## config.mk

```make
export PLATFORM = sky130hd
export DESIGN_NAME = radio_mode_enable_sequencer
export DESIGN_NICKNAME = d
export VERILOG_FILES = /design/src/rtl/radio_seq_pkg.sv /design/src/rtl/radio_mode_enable_sequencer.sv /design/src/rtl/manchester_encoder.sv
export SDC_FILE = /design/constraint.sdc
export NUM_CORES = 1
export LEC_CHECK = 0
export BUFFER_PORTS_ARGS = -buffer_cell sky130_fd_sc_hd__clkbuf_2
export CORE_UTILIZATION = 40
export CTS_CLUSTER_DIAMETER = 60
export CTS_CLUSTER_SIZE = 40
export DETAILED_ROUTE_END_ITERATION = 8
export SLEW_MARGIN = 20
export SYNTH_ARGS = -nofsm -noshare
export SYNTH_HDL_FRONTEND = slang
export SYNTH_SLANG_ARGS = --single-unit
```

## constraint.sdc

```tcl
create_clock -name ref_clk -period 6.42 [get_ports ref_clk]
set_input_delay 0.642 -clock ref_clk [delete_from_list [all_inputs] [get_ports ref_clk]]
set_output_delay 0.642 -clock ref_clk [all_outputs]
set_load 0.05 [all_outputs]
```

## src/rtl/radio_seq_pkg.sv

```systemverilog
// Constants, pin carrier and states for the radio mode and enable sequencer
// Behaviour
// Device drops to standby by itself when every enable is low.
// Device powers receive, transmit and synthesizer chains from their enables.
// Device grounds its amplifier inputs while the ground switch is high; the model grounds them only while transmit enable is also high.
// Raise synthesizer and ground switch before transmit enable.
// With an external antenna switch the ground switch may stay low.
// Hold transmit data low while the transmit chain powers up.
// Raise synthesizer, wait 10 us, then raise trim enable.
// Trim runs while trim enable is high; hold it at least 100 us.
// Device stores trim result in about 10 us after trim enable falls.
// Keep synthesizer high through the storage interval after trim falls.
// Synthesizer on during trim and transmit; may be off while receiving.
// Repeat trim every one to ten seconds or after supply/temperature change.
// Received data valid about 700 us after the first receive enable.
// Charge holds at least one second; re-enable response about 7 us.
// Start every burst with an 8-bit preamble.
// Controller Manchester-encodes and sends 5 Mbps coded data.
// Never transmit and receive enabled together; all low for standby.
package radio_seq_pkg;
    localparam int CLK_MHZ = 100;
    localparam int CLK_NS = 10;
    localparam int SETTLE_US = 10;
    localparam int TRIM_MIN_US = 100;
    localparam int STORE_US = 10;
    localparam int LOCK_US = 25;
    localparam int TX_RAMP_US = 1;
    localparam int RX_FIRST_US = 700;
    localparam int RX_FAST_US = 7;
    localparam int RETAIN_S = 1;
    localparam int TRIM_PERIOD_S = 1;
    localparam int HALF_BIT_NS = 100;
    localparam int PRE_BITS = 8;
    localparam logic [7:0] PREAMBLE = 8'h55;

    typedef struct packed {
        logic rxEn;
        logic txEn;
        logic synthEn;
        logic trimEn;
        logic groundSw;
        logic txData;
    } radio_pins_s;

    typedef enum logic [3:0] {
        ST_IDLE = 4'h0,
        ST_TRIM_SETTLE = 4'h1,
        ST_TRIM_RUN = 4'h2,
        ST_TRIM_STORE = 4'h3,
        ST_TX_LOCK = 4'h4,
        ST_TX_RAMP = 4'h5,
        ST_TX_PRE = 4'h6,
        ST_TX_PAY = 4'h7,
        ST_TX_DRAIN = 4'h8,
        ST_RX_WAIT = 4'h9,
        ST_RX_ON = 4'hA
    } seq_state_e;
endpackage : radio_seq_pkg

```

## src/rtl/radio_mode_enable_sequencer.sv

```systemverilog
// Controller that drives the radio enables, trim cycle and coded transmit data
`timescale 1ns/1ps
module radio_mode_enable_sequencer #(
    parameter int TrimCycles = radio_seq_pkg::TRIM_MIN_US * radio_seq_pkg::CLK_MHZ,
    parameter int RxFirstCycles = radio_seq_pkg::RX_FIRST_US * radio_seq_pkg::CLK_MHZ,
    parameter int RetainCycles = radio_seq_pkg::RETAIN_S * radio_seq_pkg::CLK_MHZ * 1000000,
    parameter int PeriodCycles = radio_seq_pkg::TRIM_PERIOD_S * radio_seq_pkg::CLK_MHZ * 1000000
) (
    // Clock and reset
    input wire logic ref_clk,
    input wire logic rst_n,
    input wire logic ce,
    // Commands
    input wire logic cmdTrim,
    input wire logic cmdTx,
    input wire logic cmdRx,
    input wire logic cmdStop,
    input wire logic useExtSwitch,
    input wire logic autoTrim,
    input wire logic envChanged,
    // Payload bits
    input wire logic txBitValid,
    input wire logic txBit,
    input wire logic txBitLast,
    output logic txBitReady,
    // Status and receive data
    output logic busy,
    output radio_seq_pkg::seq_state_e mode,
    output logic trimDue,
    output logic rxValid,
    output logic rxDataOut,
    // Radio pins
    output radio_seq_pkg::radio_pins_s pins,
    input wire logic rxDataPin
);
    localparam int SettleCyc = radio_seq_pkg::SETTLE_US * radio_seq_pkg::CLK_MHZ;
    localparam int StoreCyc = radio_seq_pkg::STORE_US * radio_seq_pkg::CLK_MHZ;
    localparam int LockCyc = radio_seq_pkg::LOCK_US * radio_seq_pkg::CLK_MHZ;
    localparam int RampCyc = radio_seq_pkg::TX_RAMP_US * radio_seq_pkg::CLK_MHZ;
    localparam int RxFastCyc = radio_seq_pkg::RX_FAST_US * radio_seq_pkg::CLK_MHZ;
    localparam int HalfCyc = radio_seq_pkg::HALF_BIT_NS / radio_seq_pkg::CLK_NS;

    typedef struct packed {
        radio_seq_pkg::seq_state_e state;
        logic [31:0] timer;
        logic [31:0] trimAge;
        logic [31:0] chargeAge;
        logic charged;
        logic trimDue;
        logic [2:0] preCnt;
        logic [1:0] rxSync;
        logic rxOut;
        radio_seq_pkg::radio_pins_s pins;
    } seq_s;

    seq_s q;
    seq_s d;
    logic encValid;
    logic encBit;
    logic encReady;
    logic encLine;
    logic encBusy;
    logic trimClr;
    logic trimSet;

    manchester_encoder #(.HalfCycles(HalfCyc)) u_enc (
        .ref_clk(ref_clk),
        .rst_n(rst_n),
        .ce(ce),
        .bitValid(encValid),
        .bitIn(encBit),
        .bitReady(encReady),
        .line(encLine),
        .busy(encBusy)
    );

    // Preamble goes out before any payload bit is offered
    always_comb begin
        encValid = 1'b0;
        encBit = 1'b0;
        if (q.state == radio_seq_pkg::ST_TX_PRE) begin
            encValid = 1'b1;
            encBit = radio_seq_pkg::PREAMBLE[3'd7 - q.preCnt];
        end else if (q.state == radio_seq_pkg::ST_TX_PAY) begin
            encValid = txBitValid;
            encBit = txBit;
        end
    end

    assign txBitReady = (q.state == radio_seq_pkg::ST_TX_PAY) && encReady;
    assign busy = (q.state != radio_seq_pkg::ST_IDLE);
    assign mode = q.state;
    assign trimDue = q.trimDue;
    assign rxValid = (q.state == radio_seq_pkg::ST_RX_ON);
    assign rxDataOut = q.rxOut;
    assign pins = q.pins;
    assign trimClr = (q.state == radio_seq_pkg::ST_TRIM_STORE) && (q.timer == 32'h0);
    assign trimSet = envChanged || (q.trimAge == 32'(PeriodCycles));

    function automatic radio_seq_pkg::radio_pins_s pinsFor(
        input radio_seq_pkg::seq_state_e st, input logic extSw, input logic data);
        radio_seq_pkg::radio_pins_s p;
        p = '0;
        unique case (st)
            radio_seq_pkg::ST_TRIM_SETTLE, radio_seq_pkg::ST_TRIM_STORE: p.synthEn = 1'b1;
            radio_seq_pkg::ST_TRIM_RUN: begin
                p.synthEn = 1'b1;
                p.trimEn = 1'b1;
            end
            radio_seq_pkg::ST_TX_LOCK: begin
                p.synthEn = 1'b1;
                p.groundSw = !extSw;
            end
            radio_seq_pkg::ST_TX_RAMP, radio_seq_pkg::ST_TX_PRE,
            radio_seq_pkg::ST_TX_PAY, radio_seq_pkg::ST_TX_DRAIN: begin
                p.synthEn = 1'b1;
                p.groundSw = !extSw;
                p.txEn = 1'b1;
                p.txData = (st == radio_seq_pkg::ST_TX_RAMP) ? 1'b0 : data;
            end
            radio_seq_pkg::ST_RX_WAIT, radio_seq_pkg::ST_RX_ON: p.rxEn = 1'b1;
            default: p = '0;
        endcase
        return p;
    endfunction : pinsFor

    always_comb begin
        d = q;
        d.rxSync = {q.rxSync[0], rxDataPin};
        d.rxOut = q.rxSync[1];
        if (q.timer != 32'h0) begin
            d.timer = q.timer - 32'h1;
        end
        if (q.trimAge != 32'(PeriodCycles)) begin
            d.trimAge = q.trimAge + 32'h1;
        end
        // Age or a supply/temperature event raises the flag; a set beats a clear
        d.trimDue = (q.trimDue && !trimClr) || trimSet;
        if (trimClr) begin
            d.trimAge = 32'h0;
        end
        // Bypass charge is trusted only for a limited time after receive ends
        if (q.pins.rxEn) begin
            d.chargeAge = 32'h0;
        end else if (q.chargeAge != 32'(RetainCycles)) begin
            d.chargeAge = q.chargeAge + 32'h1;
        end else begin
            d.charged = 1'b0;
        end
        unique case (q.state)
            radio_seq_pkg::ST_IDLE: begin
                if (cmdTrim || (autoTrim && q.trimDue)) begin
                    d.state = radio_seq_pkg::ST_TRIM_SETTLE;
                    d.timer = 32'(SettleCyc - 1);
                end else if (cmdTx) begin
                    d.state = radio_seq_pkg::ST_TX_LOCK;
                    d.timer = 32'(LockCyc - 1);
                end else if (cmdRx) begin
                    d.state = radio_seq_pkg::ST_RX_WAIT;
                    d.timer = q.charged ? 32'(RxFastCyc - 1) : 32'(RxFirstCycles - 1);
                end
            end
            radio_seq_pkg::ST_TRIM_SETTLE: if (q.timer == 32'h0) begin
                d.state = radio_seq_pkg::ST_TRIM_RUN;
                d.timer = 32'(TrimCycles - 1);
            end
            radio_seq_pkg::ST_TRIM_RUN: if (q.timer == 32'h0) begin
                d.state = radio_seq_pkg::ST_TRIM_STORE;
                d.timer = 32'(StoreCyc - 1);
            end
            radio_seq_pkg::ST_TRIM_STORE: if (q.timer == 32'h0) begin
                d.state = radio_seq_pkg::ST_IDLE;
            end
            radio_seq_pkg::ST_TX_LOCK: if (q.timer == 32'h0) begin
                d.state = radio_seq_pkg::ST_TX_RAMP;
                d.timer = 32'(RampCyc - 1);
            end
            radio_seq_pkg::ST_TX_RAMP: if (q.timer == 32'h0) begin
                d.state = radio_seq_pkg::ST_TX_PRE;
                d.preCnt = 3'h0;
            end
            radio_seq_pkg::ST_TX_PRE: if (encReady) begin
                d.preCnt = q.preCnt + 3'h1;
                if (q.preCnt == 3'(radio_seq_pkg::PRE_BITS - 1)) begin
                    d.state = radio_seq_pkg::ST_TX_PAY;
                end
            end
            radio_seq_pkg::ST_TX_PAY: if (txBitValid && encReady && txBitLast) begin
                d.state = radio_seq_pkg::ST_TX_DRAIN;
            end
            radio_seq_pkg::ST_TX_DRAIN: if (!encBusy) begin
                d.state = radio_seq_pkg::ST_IDLE;
            end
            radio_seq_pkg::ST_RX_WAIT: begin
                if (cmdStop) begin
                    d.state = radio_seq_pkg::ST_IDLE;
                end else if (q.timer == 32'h0) begin
                    d.state = radio_seq_pkg::ST_RX_ON;
                    d.charged = 1'b1;
                end
            end
            radio_seq_pkg::ST_RX_ON: if (cmdStop) begin
                d.state = radio_seq_pkg::ST_IDLE;
            end
            default: d.state = radio_seq_pkg::ST_IDLE;
        endcase
        d.pins = pinsFor(d.state, useExtSwitch, encLine);
    end

    always_ff @(posedge ref_clk or negedge rst_n) begin
        if (!rst_n) begin
            q <= '0;
        end else if (ce) begin
            q <= d;
        end
    end

    // Helper counters for the checks below
    logic [31:0] synthHigh;
    logic [31:0] trimHigh;
    logic [31:0] sinceTrimFall;
    always_ff @(posedge ref_clk or negedge rst_n) begin
        if (!rst_n) begin
            synthHigh <= 32'h0;
            trimHigh <= 32'h0;
            sinceTrimFall <= 32'(StoreCyc);
        end else if (ce) begin
            synthHigh <= !q.pins.synthEn ? 32'h0 : synthHigh + {31'h0, synthHigh != 32'(SettleCyc)};
            trimHigh <= !q.pins.trimEn ? 32'h0 : trimHigh + {31'h0, trimHigh != 32'(TrimCycles)};
            if (q.pins.trimEn) begin
                sinceTrimFall <= 32'h0;
            end else if (sinceTrimFall != 32'(StoreCyc)) begin
                sinceTrimFall <= sinceTrimFall + 32'h1;
            end
        end
    end

    chk_tx_order: assert property (@(posedge ref_clk) disable iff (!rst_n)
        $rose(pins.txEn) |-> $past(pins.synthEn) && (pins.groundSw || useExtSwitch))
        else $error("transmit enable rose before synthesizer and ground switch");
    chk_ext_switch: assert property (@(posedge ref_clk) disable iff (!rst_n)
        ce && useExtSwitch && $past(useExtSwitch) && $past(ce) |-> !pins.groundSw)
        else $error("ground switch driven although external switch fitted");
    chk_ramp_quiet: assert property (@(posedge ref_clk) disable iff (!rst_n)
        $rose(pins.txEn) |-> !pins.txData)
        else $error("transmit data high at start of transmit power-up");
    chk_trim_settle: assert property (@(posedge ref_clk) disable iff (!rst_n)
        $rose(pins.trimEn) |-> synthHigh >= 32'(SettleCyc))
        else $error("trim enable rose before synthesizer settled");
    chk_trim_length: assert property (@(posedge ref_clk) disable iff (!rst_n)
        $fell(pins.trimEn) |-> trimHigh >= 32'(TrimCycles))
        else $error("trim enable held too briefly");
    chk_store_hold: assert property (@(posedge ref_clk) disable iff (!rst_n)
        (sinceTrimFall < 32'(StoreCyc)) |-> pins.synthEn)
        else $error("synthesizer dropped during trim storage");
    chk_synth_modes: assert property (@(posedge ref_clk) disable iff (!rst_n)
        (pins.trimEn || pins.txEn) |-> pins.synthEn)
        else $error("synthesizer off during trim or transmit");
    chk_trim_due: assert property (@(posedge ref_clk) disable iff (!rst_n)
        (ce && q.trimAge == 32'(PeriodCycles)) |=> trimDue)
        else $error("trim period expired without flag");
    chk_preamble_len: assert property (@(posedge ref_clk) disable iff (!rst_n)
        (q.state == radio_seq_pkg::ST_TX_PAY && $past(q.state) == radio_seq_pkg::ST_TX_PRE)
        |-> q.preCnt == 3'h0)
        else $error("preamble not exactly eight bits");
    chk_no_overlap: assert property (@(posedge ref_clk) disable iff (!rst_n)
        !(pins.txEn && pins.rxEn))
        else $error("transmit and receive enabled together");
endmodule : radio_mode_enable_sequencer

```

## src/rtl/manchester_encoder.sv

```systemverilog
// Manchester encoder: one bit becomes two half-bit symbols, the bit value then its inverse
`timescale 1ns/1ps
module manchester_encoder #(
    parameter int HalfCycles = 10
) (
    // Clock and reset
    input wire logic ref_clk,
    input wire logic rst_n,
    input wire logic ce,
    // Bit stream in
    input wire logic bitValid,
    input wire logic bitIn,
    output logic bitReady,
    // Coded line out
    output logic line,
    output logic busy
);
    localparam int CW = $clog2(HalfCycles);
    localparam logic [CW-1:0] LAST = CW'(HalfCycles - 1);

    typedef struct packed {
        logic busy;
        logic phase;
        logic bitv;
        logic [CW-1:0] cnt;
        logic line;
    } enc_s;

    enc_s q;
    enc_s d;
    logic take;

    // Ready in the last cycle of a bit lets bits follow with no gap
    assign bitReady = !q.busy || (q.phase && q.cnt == LAST);
    assign take = bitValid && bitReady;
    assign line = q.line;
    assign busy = q.busy;

    always_comb begin
        d = q;
        if (q.busy) begin
            if (q.cnt == LAST) begin
                d.cnt = '0;
                if (!q.phase) begin
                    d.phase = 1'b1;
                    d.line = ~q.bitv;
                end else if (!take) begin
                    d.busy = 1'b0;
                    d.line = 1'b0;
                end
            end else begin
                d.cnt = q.cnt + CW'(1);
            end
        end
        if (take) begin
            d.busy = 1'b1;
            d.phase = 1'b0;
            d.bitv = bitIn;
            d.cnt = '0;
            d.line = bitIn;
        end
    end

    always_ff @(posedge ref_clk or negedge rst_n) begin
        if (!rst_n) begin
            q <= '0;
        end else if (ce) begin
            q <= d;
        end
    end

    chk_half_width: assert property (@(posedge ref_clk) disable iff (!rst_n)
        (ce && q.busy && q.cnt == LAST && !q.phase) |=> (line == !$past(q.bitv)))
        else $error("second half-bit is not the inverse of the first");
endmodule : manchester_encoder

```

==> results.cfg <==
[outcome]
status = completed

[setup_path]
cp-start-kind = flop
cp.arrival_ns = 3.84
worst-path-max-fanout = 22
ff2ff_setup_slack_ns = 2.93
path_common_cell = nor3_1
cpMaxStageDelayCell = nor3_1
crit_path_end_kind = flop
crit_type = flop to flop
r2r-end = pins[3]
critical_path.top_delay_family = simple AND/OR/NAND/NOR gates
cp_slowest_stage_delay_ns = 0.63
critPathBufInv = 1
r2r-start = mode[2]
r2r_cells = 9
path_cells = or2_2, nor3_1, clkinv_1, nor3_1, a22oi_1, and2_1, and3_4, o211ai_2, o211a_1
cp.required_ns = 6.78

[power]
power_frac_comb = 0.240
ir_drop_mv = 0.2914
power.leakage_nw = 3.507
swShare = 0.3501
p_clk_frac = 0.370
power_frac_seq = 0.390
p_int_mw = 1.885
p_switching_mw = 1.015
power_density_nw_per_um2 = 353.7

[clock_network]
cts_resized = 0
clockBufferDepth = 2
root_buffer = clkbuf_16
clk_pin_slew_worst_paths_ns = 0.06
postCtsSetupRepairBufs = 0
htree_num_levels = 4
clk_latency_ns = 0.42
cts_sinks = 122
cts_hold_buf = 0
cts_buffers = 17
cts_tree = yes

[floorplanning]
ios = 29
rows = 49
start_util = 0.4076
core_um2 = 17900
die_x_um = 137.1
dieArea_um2 = 18790
die_h_um = 137.1

[route]
wire_per_inst_um = 15.97
drtIter0Drc = 580
viasPerCell = 5.730
via_count = 6343
firstDrtPassIters = 5
antenna_left = 0
drc = 0
wirelength_um = 17680

[layout]
antenna_cells = 0
drive_gt1_frac = 0.09681
final_nets = 888
areaGrowthSynthToFinish_pct = 12.35
stdcell_area_um2 = 8198
final_util = 0.4579

[sta]
slew_violations = 0
finalSetupTns_ns = 0
setup_viol = 0
worst_slew_pin_slew_ns = 0.9992
hold_viol = 0
rsz0062_at_grt = no
max_slew_margin = 0.3277
clock.fmax_mhz = 286.7
min_period_over_period = 0.5433
fin_crit_ns = 3.488
finClkSkew_ns = 0.008704
hold-worst-slack_ns = 0.1849

[yosys]
synth.distinct_cells = 62
yosysMostFrequentCell = dfrtp_1
yosysTopAreaCellShare = 0.4184
synthTopCellsByCount = dfrtp_1, nor2_1, nand2_1, o21ai_0, nand3_1
yosys_warnings = 0
synth_edf_count = 0
netlist_instances = 863
syn-num-nets = 886
syn_area_per_cell_um2 = 8.455
yosysSeqAreaShare = 0.4184
yosys_register_bits = 122
synth_area_leaders = dfrtp_1, nor2_1, o21ai_0, xor2_1, nand2_1
synth_top_area_cell = dfrtp_1
async_flop_share = 1.000
synth_flop_cell = dfrtp_1
synth_area_um2 = 7297

[placement]
dpl.hpwl_um = 12070
routabilityCongestion = 0.9021
post_dp_cell_area_um2 = 7540
portBuffers = 28

[global_route]
grt_max_degree = 65
grt_remaining_overflow = 0
grt_usage = 0.1985
grt_antenna_before_repair = 1
grt_first_pass_wirelength_um = 29570
grt_pass1_vias = 5845

[worst_hold_path]
hold_path.class = input port to asynchronous set/reset pin

[flow_run]
max-cap-violations = 0
==> kinds of logic (layout without fill, tap and decap cells) <==
group,Yosys count,count (layout),share of synthesized area
XOR/XNOR,50,50,0.06001
buffers and inverters,73,88,0.04424
AND/OR/NAND/NOR,416,416,0.2901
AO/OA/AOI/OAI,185,185,0.1602
multiplexers,8,8,0.01166
flip-flops,122,122,0.4184
adder cells (fa/ha/maj),9,9,0.01543
==> worst max path at each step <==
| stage | slack, ns | cells after the start | startpoint | to |
|---|---|---|---|---|
| global placement | 3.01 | 9 | mode[2] | pins[3] |
| finish | 2.93 | 9 | mode[2] | pins[3] |
| floorplan | 3.41 | 9 | q[90] | pins[3] |
| global route | 2.73 | 10 | q[78] | q[70] |
| CTS | 2.96 | 8 | q[90] | q[101] |
| detailed placement | 3.00 | 8 | q[90] | q[103] |
==> placed cells by master, fill, tap and decap left out, types with 6 or more instances in the layout <==
cell       count
xor2_1        33
and3_1        24
inv_1         20
nor2b_1        9
o2bb2ai_1      7
nand2b_1       8
dfrtp_1      122
nor4_1        18
nand4_1       19
a22o_1         9
a21oi_1       40
o41ai_1        7
o21ai_0       65
or3_1         13
and4_1         6
nor4b_1        6
nand2_1       69
clkbuf_16     17
buf_4          6
ha_1           9
nor2_1       115
clkbuf_2      27
nor3_1        41
and2_1         8
nand3_1       50
a31oi_1        8
xnor2_1       17
o31ai_1        7
a21o_1        11
==> power groups by stage <==
stage	Combinational [mW]	Sequential (mW)	Clock, mW
5_1_grt	0.780	1.16	1.13
3_5_place_dp	0.694	1.14	0
4_1_cts	0.699	1.12	1.09
3_3_place_gp	0.689	1.13	0
2_1_floorplan	0.626	1.03	0
6_report	0.696	1.13	1.07
==> final cells by class <==
class | count | area, um^2
tap | 229 | 286.5
clock inverter | 13 | 215.2
clock buffer | 19 | 442.9
fill | 1751 | 9704
inverter | 22 | 82.58
multi-input combinational | 668 | 3926
timing repair buffer | 34 | 191.4
sequential | 122 | 3053
==> metal layers <==
| layer | global-route usage | up-vias | share of wire |
|---|---|---|---|
| met5 | 0 | - | 0.00051 |
| met4 | 0.04396 | 2 | 0.0092 |
| met3 | 0.04963 | 17 | 0.046 |
| met2 | 0.3131 | 148 | 0.46 |
| met1 | 0.2729 | 3056 | 0.49 |
| li1 | - | 3120 | - |
==> sequential cells by signal, indices dropped and copies added (netlist names) <==
name        count
q             100
pins            6
u_enc.q         6
mode            4
d               2
rxDataOut       1
trimDue         1
u_enc.busy      1
u_enc.line      1
==> per-stage QoR <==
| step | power, mW | std cells | setup slack, ns |
|---|---|---|---|
| finish | 2.900 | 1107 | 2.932 |
| global route | 3.070 | 1107 | 2.730 |
| floorplan | 1.659 | 863 | 3.407 |
| CTS | 2.916 | 1107 | 2.961 |
| global placement | 1.821 | 1075 | 3.011 |
| detailed placement | 1.830 | 1075 | 3.004 |
(Power assumes the default switching activity.)
